File: config.mk
export PLATFORM = sky130hd
export DESIGN_NAME = tcc_timer0
export DESIGN_NICKNAME = d
export VERILOG_FILES = /design/src/core/tcc_pkg.sv /design/src/core/tcc_input_filter.sv /design/src/core/tcc_timer0.sv
export VERILOG_INCLUDE_DIRS = /design/src /design/src/core
export SDC_FILE = /design/constraint.sdc
export NUM_CORES = 1
export LEC_CHECK = 0
export ABC_AREA = 0
export BUFFER_PORTS_ARGS = -buffer_cell sky130_fd_sc_hd__clkbuf_2
export CAP_MARGIN = 15
export CORE_ASPECT_RATIO = 0.6
export CORE_MARGIN = 2
export CORE_UTILIZATION = 60
export DETAILED_ROUTE_END_ITERATION = 10
export GPL_TIMING_DRIVEN = 1
export PLACE_DENSITY_LB_ADDON = 0.2
export SLEW_MARGIN = 40
export SYNTH_ARGS = -nofsm -noshare
export SYNTH_HDL_FRONTEND = slang
export SYNTH_SLANG_ARGS = --single-unit
File: constraint.sdc
create_clock -name core_clk -period 6.6 [get_ports core_clk]
set_input_delay 0.66 -clock core_clk [delete_from_list [all_inputs] [get_ports core_clk]]
set_output_delay 0.66 -clock core_clk [all_outputs]
set_load 0.005 [all_outputs]
File: src/core/tcc_consts.svh
`ifndef TCC_CONSTS_SVH
`define TCC_CONSTS_SVH

// register addresses on the 8-bit io bus
`define TCC_ADDR_W        6
`define TCC_ADDR_CMP_B    6'h12
`define TCC_ADDR_CMP_A    6'h13
`define TCC_ADDR_CNT_H    6'h14
`define TCC_ADDR_CTRL_A   6'h15
`define TCC_ADDR_CNT_L    6'h32
`define TCC_ADDR_CTRL_B   6'h33
`define TCC_ADDR_FLAGS    6'h38
`define TCC_ADDR_MASK     6'h39

// control a bit positions
`define TCC_A_WIDTH       7
`define TCC_A_CAP_EN      6
`define TCC_A_FILT        5
`define TCC_A_EDGE        4
`define TCC_A_ACMP        3
`define TCC_A_CTC         0
`define TCC_CTRL_A_MASK   8'hf9

// control b bit positions
`define TCC_B_SYNC        4
`define TCC_B_PSR         3
`define TCC_B_CS_HI       2

// mask and flag bit positions
`define TCC_BIT_CMPA      4
`define TCC_BIT_CAP       0

// prescaler taps
`define TCC_PRE_W         10
`define TCC_PRE_ZERO      10'h000
`define TCC_PRE_ONE       10'h001
`define TCC_DIV8_MASK     10'h007
`define TCC_DIV64_MASK    10'h03f
`define TCC_DIV256_MASK   10'h0ff
`define TCC_DIV1024_MASK  10'h3ff

// counter limits and reset values
`define TCC_MAX16         16'hffff
`define TCC_MAX8          8'hff
`define TCC_ZERO16        16'h0000
`define TCC_ONE16         16'h0001
`define TCC_ZERO8         8'h00
`define TCC_ONE8          8'h01
`define TCC_ZERO3         3'h0
`define TCC_FILT_LEN      4
`define TCC_FILT_ONES     4'hf
`define TCC_FILT_ZEROS    4'h0

`endif

File: src/core/tcc_pkg.sv
`default_nettype none
package tcc_pkg;

    typedef enum logic [2:0] {
        TCC_CS_STOP     = 3'h0,
        TCC_CS_IO       = 3'h1,
        TCC_CS_DIV8     = 3'h2,
        TCC_CS_DIV64    = 3'h3,
        TCC_CS_DIV256   = 3'h4,
        TCC_CS_DIV1024  = 3'h5,
        TCC_CS_EXT_FALL = 3'h6,
        TCC_CS_EXT_RISE = 3'h7
    } tcc_clk_sel_e;

    typedef struct packed {
        logic [7:0]   ctrl_a;
        tcc_clk_sel_e clk_sel;
        logic         sync_hold;
        logic         psr;
        logic         mask_cmpa;
        logic         mask_cap;
        logic         flag_cmpa;
        logic         flag_cap;
        logic [15:0]  counter;
        logic [7:0]   cmp_a;
        logic [7:0]   cmp_b;
        logic [7:0]   temp;
        logic [9:0]   pre;
        logic         ext_prev;
        logic         cap_prev;
        logic         block;
        logic [7:0]   rdata;
    } tcc_state_s;

    typedef struct packed {
        logic [3:0] sr;
        logic       out;
    } tcc_filt_s;

endpackage
`default_nettype wire

File: src/core/tcc_input_filter.sv
`timescale 1ns/1ps
`default_nettype none
`include "tcc_consts.svh"

module tcc_input_filter (
    input  wire logic core_clk,
    input  wire logic reset,
    input  wire logic sample_in,
    input  wire logic filter_enable,
    output logic      level_out
);

    tcc_pkg::tcc_filt_s s_q;
    tcc_pkg::tcc_filt_s s_d;

    always_comb begin
        s_d = s_q;
        s_d.sr = {s_q.sr[`TCC_FILT_LEN-2:0], sample_in};
        if (!filter_enable) begin
            s_d.out = sample_in;
        end else if (s_q.sr == `TCC_FILT_ONES) begin
            s_d.out = 1'b1;
        end else if (s_q.sr == `TCC_FILT_ZEROS) begin
            s_d.out = 1'b0;
        end
    end

    always_ff @(posedge core_clk) begin
        if (reset) begin
            s_q <= '0;
        end else begin
            s_q <= s_d;
        end
    end

    assign level_out = s_q.out;
endmodule
`default_nettype wire

File: src/core/tcc_timer0.sv
// What this block does
// - width bit set runs a 16-bit counter against combined 16-bit compare.
// - capture enable bit switches the timer into input capture mode.
// - noise filter changes its output only after four equal samples.
// - filtered capture events arrive four clocks later than unfiltered.
// - edge bit zero captures on falling edge, one on rising edge.
// - capture copies counter low byte into compare a (high byte into compare b in 16-bit mode) and sets capture flag.
// - comparator capture bit routes comparator output into capture front end.
// - control a reserved bits two and one always read zero.
// - counting-mode bit picks free running or clear on compare match.
// - in sync mode the written prescaler reset value is kept, halting counter.
// - writing sync mode zero clears prescaler reset and counting resumes.
// - prescaler reset bit resets prescaler, self clears unless sync mode.
// - clock select chooses stop, io clock, or divide by 8/64/256/1024.
// - codes 110/111 count falling/rising external pin edges, even as output.
// - cpu write to counter low byte suppresses match on next timer tick.
// - 16-bit mode high bytes go through one shared holding register.
// - 8-bit mode compares compare a with counter low byte for match.
// - 16-bit compare value is compare b high byte, compare a low byte.
// - compare a interrupt requested while flag and its enable are set.
// - holding register keeps value between accesses, so high byte reusable.
// - low byte access moves the word: write loads both, counter read (compare read in capture mode) fills holding.
`timescale 1ns/1ps
`default_nettype none
`include "tcc_consts.svh"

module tcc_timer0 (
    input  wire logic                  core_clk,
    input  wire logic                  reset,
    input  wire logic [`TCC_ADDR_W-1:0] io_addr,
    input  wire logic [7:0]            io_wdata,
    input  wire logic                  io_we,
    input  wire logic                  io_re,
    output logic      [7:0]            io_rdata,
    input  wire logic                  capture_pin,
    input  wire logic                  comparator_out,
    input  wire logic                  external_clock_pin,
    output logic                       compare_a_irq,
    output logic                       capture_irq
);

    tcc_pkg::tcc_state_s s_q;
    tcc_pkg::tcc_state_s s_d;

    logic        wr_ctrl_a;
    logic        wr_ctrl_b;
    logic        wr_mask;
    logic        wr_flags;
    logic        wr_cnt_l;
    logic        wr_cnt_h;
    logic        wr_cmp_a;
    logic        wr_cmp_b;
    logic        rd_cnt_l;
    logic        rd_cmp_a;
    logic        wide;
    logic        cap_mode;
    logic        ctc_mode;
    logic        edge_sel;
    logic        acmp_sel;
    logic        cap_src;
    logic        filt_level;
    logic        cap_edge;
    logic        capture;
    logic        pre_clear;
    logic        run;
    logic        ext_fall;
    logic        ext_rise;
    logic        tick;
    logic [15:0] cmp_val;
    logic [15:0] cnt_val;
    logic [15:0] top_val;
    logic        match;
    logic        at_top;
    logic        cmpa_set;

    assign wr_ctrl_a = io_we && (io_addr == `TCC_ADDR_CTRL_A);
    assign wr_ctrl_b = io_we && (io_addr == `TCC_ADDR_CTRL_B);
    assign wr_mask   = io_we && (io_addr == `TCC_ADDR_MASK);
    assign wr_flags  = io_we && (io_addr == `TCC_ADDR_FLAGS);
    assign wr_cnt_l  = io_we && (io_addr == `TCC_ADDR_CNT_L);
    assign wr_cnt_h  = io_we && (io_addr == `TCC_ADDR_CNT_H);
    assign wr_cmp_a  = io_we && (io_addr == `TCC_ADDR_CMP_A);
    assign wr_cmp_b  = io_we && (io_addr == `TCC_ADDR_CMP_B);
    assign rd_cnt_l  = io_re && (io_addr == `TCC_ADDR_CNT_L);
    assign rd_cmp_a  = io_re && (io_addr == `TCC_ADDR_CMP_A);

    assign wide     = s_q.ctrl_a[`TCC_A_WIDTH];
    assign cap_mode = s_q.ctrl_a[`TCC_A_CAP_EN];
    assign ctc_mode = s_q.ctrl_a[`TCC_A_CTC];
    assign edge_sel = s_q.ctrl_a[`TCC_A_EDGE];
    assign acmp_sel = s_q.ctrl_a[`TCC_A_ACMP];

    // capture front end: source select, filter, edge detect
    assign cap_src = acmp_sel ? comparator_out : capture_pin;

    tcc_input_filter u_filter (
        .core_clk      (core_clk),
        .reset         (reset),
        .sample_in     (cap_src),
        .filter_enable (s_q.ctrl_a[`TCC_A_FILT]),
        .level_out     (filt_level)
    );

    assign cap_edge = edge_sel ? (filt_level && !s_q.cap_prev)
                               : (!filt_level && s_q.cap_prev);
    assign capture  = cap_mode && cap_edge;

    // prescaler and timer clock
    assign pre_clear = (wr_ctrl_b && io_wdata[`TCC_B_PSR]) || s_q.psr;
    assign run       = !s_q.psr;
    assign ext_fall  = s_q.ext_prev && !external_clock_pin;
    assign ext_rise  = !s_q.ext_prev && external_clock_pin;

    always_comb begin
        tick = 1'b0;
        case (s_q.clk_sel)
            tcc_pkg::TCC_CS_STOP:     tick = 1'b0;
            tcc_pkg::TCC_CS_IO:       tick = 1'b1;
            tcc_pkg::TCC_CS_DIV8:     tick = (s_q.pre & `TCC_DIV8_MASK) == `TCC_DIV8_MASK;
            tcc_pkg::TCC_CS_DIV64:    tick = (s_q.pre & `TCC_DIV64_MASK) == `TCC_DIV64_MASK;
            tcc_pkg::TCC_CS_DIV256:   tick = (s_q.pre & `TCC_DIV256_MASK) == `TCC_DIV256_MASK;
            tcc_pkg::TCC_CS_DIV1024:  tick = s_q.pre == `TCC_DIV1024_MASK;
            tcc_pkg::TCC_CS_EXT_FALL: tick = ext_fall;
            tcc_pkg::TCC_CS_EXT_RISE: tick = ext_rise;
            default:                  tick = 1'b0;
        endcase
        tick = tick && run;
    end

    // compare value and counting top
    assign cmp_val  = wide ? {s_q.cmp_b, s_q.cmp_a} : {`TCC_ZERO8, s_q.cmp_a};
    assign cnt_val  = wide ? s_q.counter : {`TCC_ZERO8, s_q.counter[7:0]};
    assign top_val  = ctc_mode ? cmp_val : (wide ? `TCC_MAX16 : {`TCC_ZERO8, `TCC_MAX8});
    assign match    = cnt_val == cmp_val;
    assign at_top   = cnt_val == top_val;
    assign cmpa_set = tick && match && !cap_mode && !s_q.block;

    always_comb begin
        s_d = s_q;
        s_d.ext_prev = external_clock_pin;
        s_d.cap_prev = filt_level;
        s_d.pre      = pre_clear ? `TCC_PRE_ZERO : s_q.pre + `TCC_PRE_ONE;
        s_d.psr      = s_q.psr && s_q.sync_hold;

        // counting
        if (tick) begin
            s_d.block = 1'b0;
            if (wide) begin
                s_d.counter = at_top ? `TCC_ZERO16 : s_q.counter + `TCC_ONE16;
            end else begin
                s_d.counter[7:0] = at_top ? `TCC_ZERO8 : s_q.counter[7:0] + `TCC_ONE8;
            end
        end

        // capture into the compare pair
        if (capture) begin
            s_d.cmp_a = s_q.counter[7:0];
            if (wide) begin
                s_d.cmp_b = s_q.counter[15:8];
            end
        end

        // flags: set beats clear
        s_d.flag_cmpa = (s_q.flag_cmpa && !(wr_flags && io_wdata[`TCC_BIT_CMPA])) || cmpa_set;
        s_d.flag_cap  = (s_q.flag_cap && !(wr_flags && io_wdata[`TCC_BIT_CAP])) || capture;

        // cpu writes win over counting and capture
        if (wr_ctrl_a) begin
            s_d.ctrl_a = io_wdata & `TCC_CTRL_A_MASK;
        end
        if (wr_ctrl_b) begin
            s_d.clk_sel   = tcc_pkg::tcc_clk_sel_e'(io_wdata[`TCC_B_CS_HI:0]);
            s_d.sync_hold = io_wdata[`TCC_B_SYNC];
            s_d.psr       = io_wdata[`TCC_B_SYNC] && io_wdata[`TCC_B_PSR];
        end
        if (wr_mask) begin
            s_d.mask_cmpa = io_wdata[`TCC_BIT_CMPA];
            s_d.mask_cap  = io_wdata[`TCC_BIT_CAP];
        end
        if (wr_cnt_h) begin
            if (wide) begin
                s_d.temp = io_wdata;
            end else begin
                s_d.counter[15:8] = io_wdata;
            end
        end
        if (wr_cnt_l) begin
            s_d.block = 1'b1;
            if (wide) begin
                s_d.counter = {s_q.temp, io_wdata};
            end else begin
                s_d.counter[7:0] = io_wdata;
            end
        end
        if (wr_cmp_b) begin
            if (wide) begin
                s_d.temp = io_wdata;
            end else begin
                s_d.cmp_b = io_wdata;
            end
        end
        if (wr_cmp_a) begin
            s_d.cmp_a = io_wdata;
            if (wide) begin
                s_d.cmp_b = s_q.temp;
            end
        end

        // reads: registered data, counter low read (compare a read in capture mode) fills holding register
        if (io_re) begin
            case (io_addr)
                `TCC_ADDR_CTRL_A: s_d.rdata = s_q.ctrl_a & `TCC_CTRL_A_MASK;
                `TCC_ADDR_CTRL_B: s_d.rdata = {`TCC_ZERO3, s_q.sync_hold, s_q.psr, s_q.clk_sel};
                `TCC_ADDR_MASK:   s_d.rdata = {`TCC_ZERO3, s_q.mask_cmpa, `TCC_ZERO3, s_q.mask_cap};
                `TCC_ADDR_FLAGS:  s_d.rdata = {`TCC_ZERO3, s_q.flag_cmpa, `TCC_ZERO3, s_q.flag_cap};
                `TCC_ADDR_CNT_L:  s_d.rdata = s_q.counter[7:0];
                `TCC_ADDR_CNT_H:  s_d.rdata = wide ? s_q.temp : s_q.counter[15:8];
                `TCC_ADDR_CMP_A:  s_d.rdata = s_q.cmp_a;
                `TCC_ADDR_CMP_B:  s_d.rdata = (wide && cap_mode) ? s_q.temp : s_q.cmp_b;
                default:          s_d.rdata = `TCC_ZERO8;
            endcase
        end
        if (rd_cnt_l && wide) begin
            s_d.temp = s_q.counter[15:8];
        end
        if (rd_cmp_a && wide && cap_mode) begin
            s_d.temp = s_q.cmp_b;
        end
    end

    always_ff @(posedge core_clk) begin
        if (reset) begin
            s_q <= '0;
        end else begin
            s_q <= s_d;
        end
    end

    assign io_rdata      = s_q.rdata;
    assign compare_a_irq = s_q.flag_cmpa && s_q.mask_cmpa;
    assign capture_irq   = s_q.flag_cap && s_q.mask_cap;
endmodule
`default_nettype wire

==> impl_metrics.tcl <==
set metrics [dict create \
    status "complete, no violations" \
    path_class "in2reg" \
    num_rows 25 \
    n_fill_cell 658 \
    syn_avg_cell_area_um2 7.630 \
    path_max_fanout 17 \
    final_net_count 664 \
    yosysSeqAreaShare_pct 33.00 \
    htreeDepth 3 \
    grt_usage_pct 36.13 \
    fmaxAchievable_ghz 0.3397 \
    p_per_area_mw_per_mm2 209.2 \
    synth_area_leaders "dfxtp_1, nor2_1, mux2i_1" \
    drive_gt1_share_pct 9.302 \
    ys_ff_latch 81 \
    start_util_pct 62.09 \
    place_inst 737 \
    skew_ns 0.006618 \
    first_pass_iters 5 \
    grt-ovfl-total 0 \
    layout_min_cycle_time_ns 2.944 \
    routed-via-count 4963 \
    post-synth-top-count-cell "nor2_1" \
    avgViaCountPerCell 6.591 \
    grt_pass1_wl_um 24120 \
    crit_path_end_kind "flop" \
    die-area_mm2 0.008953 \
    totalWireLength_um 15760 \
    ir_drop_v 0.0001638 \
    syn-instance-count 644 \
    place.gp.congestion 1.012 \
    maxCapViolations 0 \
    antenna_found_initial 0 \
    busiest_layer "met1" \
    cts-root-buf "clkbuf_16" \
    dp_hpwl_um 11140 \
    post-cts-setup-buffers 0 \
    drv_slew 0 \
    coreArea_mm2 0.007914 \
    die_h_um 74.10 \
    cp_data_arrival_time_ns 3.14 \
    tritoncts "built" \
    syn_area_mm2 0.004913 \
    use_met1_pct 54.05 \
    clkLatencyLatePin_ns 0.34 \
    area_growth_pct 8.251 \
    fin_tns_setup_ns 0 \
    finalSetupViolCount 0 \
    synth-edff-count 0 \
    clk_pin_slew_ns 0.06 \
    grt_max_degree 76 \
    synth_cell_types 58 \
    multiInputGateArea_mm2 0.002987 \
    met2_usage_pct 47.50 \
    fin_hold_ws_ns 0.4662 \
    syn-num-nets 668 \
    cts-resized-gates 0 \
    port_buffers 30 \
    drcViolationCount 0 \
    leakagePower_nw 1.844 \
    ys.flop_type "dfxtp_1" \
    crit_required_ns 6.80 \
    cts_buffers 9 \
    grt_pass1_vias 4291 \
    die_width_um 120.8 \
    synth_top_area_cell "dfxtp_1" \
    start_kind "input port" \
    synth_common_cells "nor2_1, dfxtp_1, a21oi_1, nand2_1, mux2i_1" \
    seq_area_mm2 0.001622 \
    n_antenna_cell 0 \
    initialDrtViolationCount 905 \
    io_pins 31 \
    yosys_warnings 0 \
    clk_path_buf_depth 2 \
    worst_pin_slew_ns 0.7983 \
    period_share_pct 44.60 \
    cts.sinks 81 \
    synth_top_area_share_pct 33.00 \
    antenna_left 0 \
    final_cell_count_no_fill 753 \
    ctsHoldBuffers 0 \
    hold_viol 0 \
    synthArstFlopShare_pct 0 \
    detail_route.wl_per_cell_um 20.93 \
    rsz0062_at_grt "false" \
    met3_usage_pct 13.42 \
    min_path_type "reg2reg" \
    max_slew_margin_pct 46.78 \
]
[metrics by stage]
step                cell area, um2  utilization [%]  setup WS (ns)  total power, W
global route                  5319            67.21          3.253        0.001140
floorplan                     4913                -          4.221       0.0005431
detailed placement            4981            62.94          3.158       0.0005660
finish                        5319            67.21          3.656        0.001112
CTS                           5308            67.07          3.556        0.001113
global placement              4981            62.94          3.283       0.0005644
[critical path: stages]
cell and delay [ns]:
clkbuf_2 0.10, nor2_1 0.17, nand4_1 0.29, nor2_1 0.54, nand2_1 0.49, nor2_2 0.59
a211oi_1 0.08, a21oi_1 0.15, nor2_1 0.06
[area by class of cell]
type                       instances  share of cell area (%)
clock buffer                       9                   4.234
multi-input combinational        496                   56.15
inverter                          19                   1.435
tap                              108                   2.541
sequential                        81                   30.49
timing repair buffer              33                   3.246
clock inverter                     7                   1.905
[registers in the layout (all words and copies together) (netlist names), named ones only]
name / flops
u_filter.s_d: 3
s_q: 56
io_rdata: 8
u_filter.level_out: 1
edge_sel: 1
acmp_sel: 1
cap_mode: 1
u_filter.s_q: 1
ctc_mode: 1
[logic make-up after synthesis]
family	after synthesis	share of synthesized area, %
AND/OR/NAND/NOR	264	26.05
AO/OA/AOI/OAI	176	23.30
adder cells (fa/ha/maj)	3	0.7640
buffers and inverters	67	6.443
XOR/XNOR	15	2.674
multiplexers	38	7.767
flip-flops	81	33.00
[per-layer routing]
metal / routed length [um] / up-vias / part of all wire, %
li1: - / 2318 / -
met1: 7098 / 2277 / 45
met2: 5963 / 336 / 38
met3: 2404 / 32 / 15
met4: 295 / 0 / 1.9
met5: 0 / - / 0
[power breakdown]
part / internal (W) / switching (W) / leakage (nW)
clock network: 0.000335 / 0.000219 / 0.153
registers: 0.000494 / 0.00000766 / 0.655
logic: 0.0000167 / 0.0000399 / 1.04
total: 0.000846 / 0.000266 / 1.84
[cell usage in the layout, fill, tap and decap left out, types with 3 or more instances in the layout]
master       n
a22oi_1      9
nand3_1     24
o32ai_1      3
nor3_1      13
a211oi_1    21
mux2i_1     37
o22ai_1     10
a21oi_1     61
clkbuf_2    30
nand4_1      6
or3_1        3
and3_1      11
buf_4        3
nor2b_1     11
a311oi_1     9
and2_1       9
ha_1         3
o21ai_0     23
nand2_1     48
nand2b_1    17
inv_1       16
nor2_1     101
nor3b_1      4
xnor2_1     10
inv_6        3
clkbuf_16    9
a221oi_1    12
nand3b_1     3
xor2_1       5
a31oi_1      4
o21ai_1      3
dfxtp_1     81
[final timing paths]
kind | depth (start not counted) | to | slack, ns | from
max | 9 | s_q[30]$_SDFF_PP0_ | 3.66 | io_addr[3]
min | 1 | s_q[11]$_SDFF_PP0_ | 0.47 | s_q[11]$_SDFF_PP0_
max reg2reg | 8 | s_q[57]$_SDFF_PP0_ | 3.93 | s_q[58]$_SDFF_PP0_
min reg2reg | 1 | s_q[11]$_SDFF_PP0_ | 0.47 | s_q[11]$_SDFF_PP0_
(Power assumes the default switching activity.)
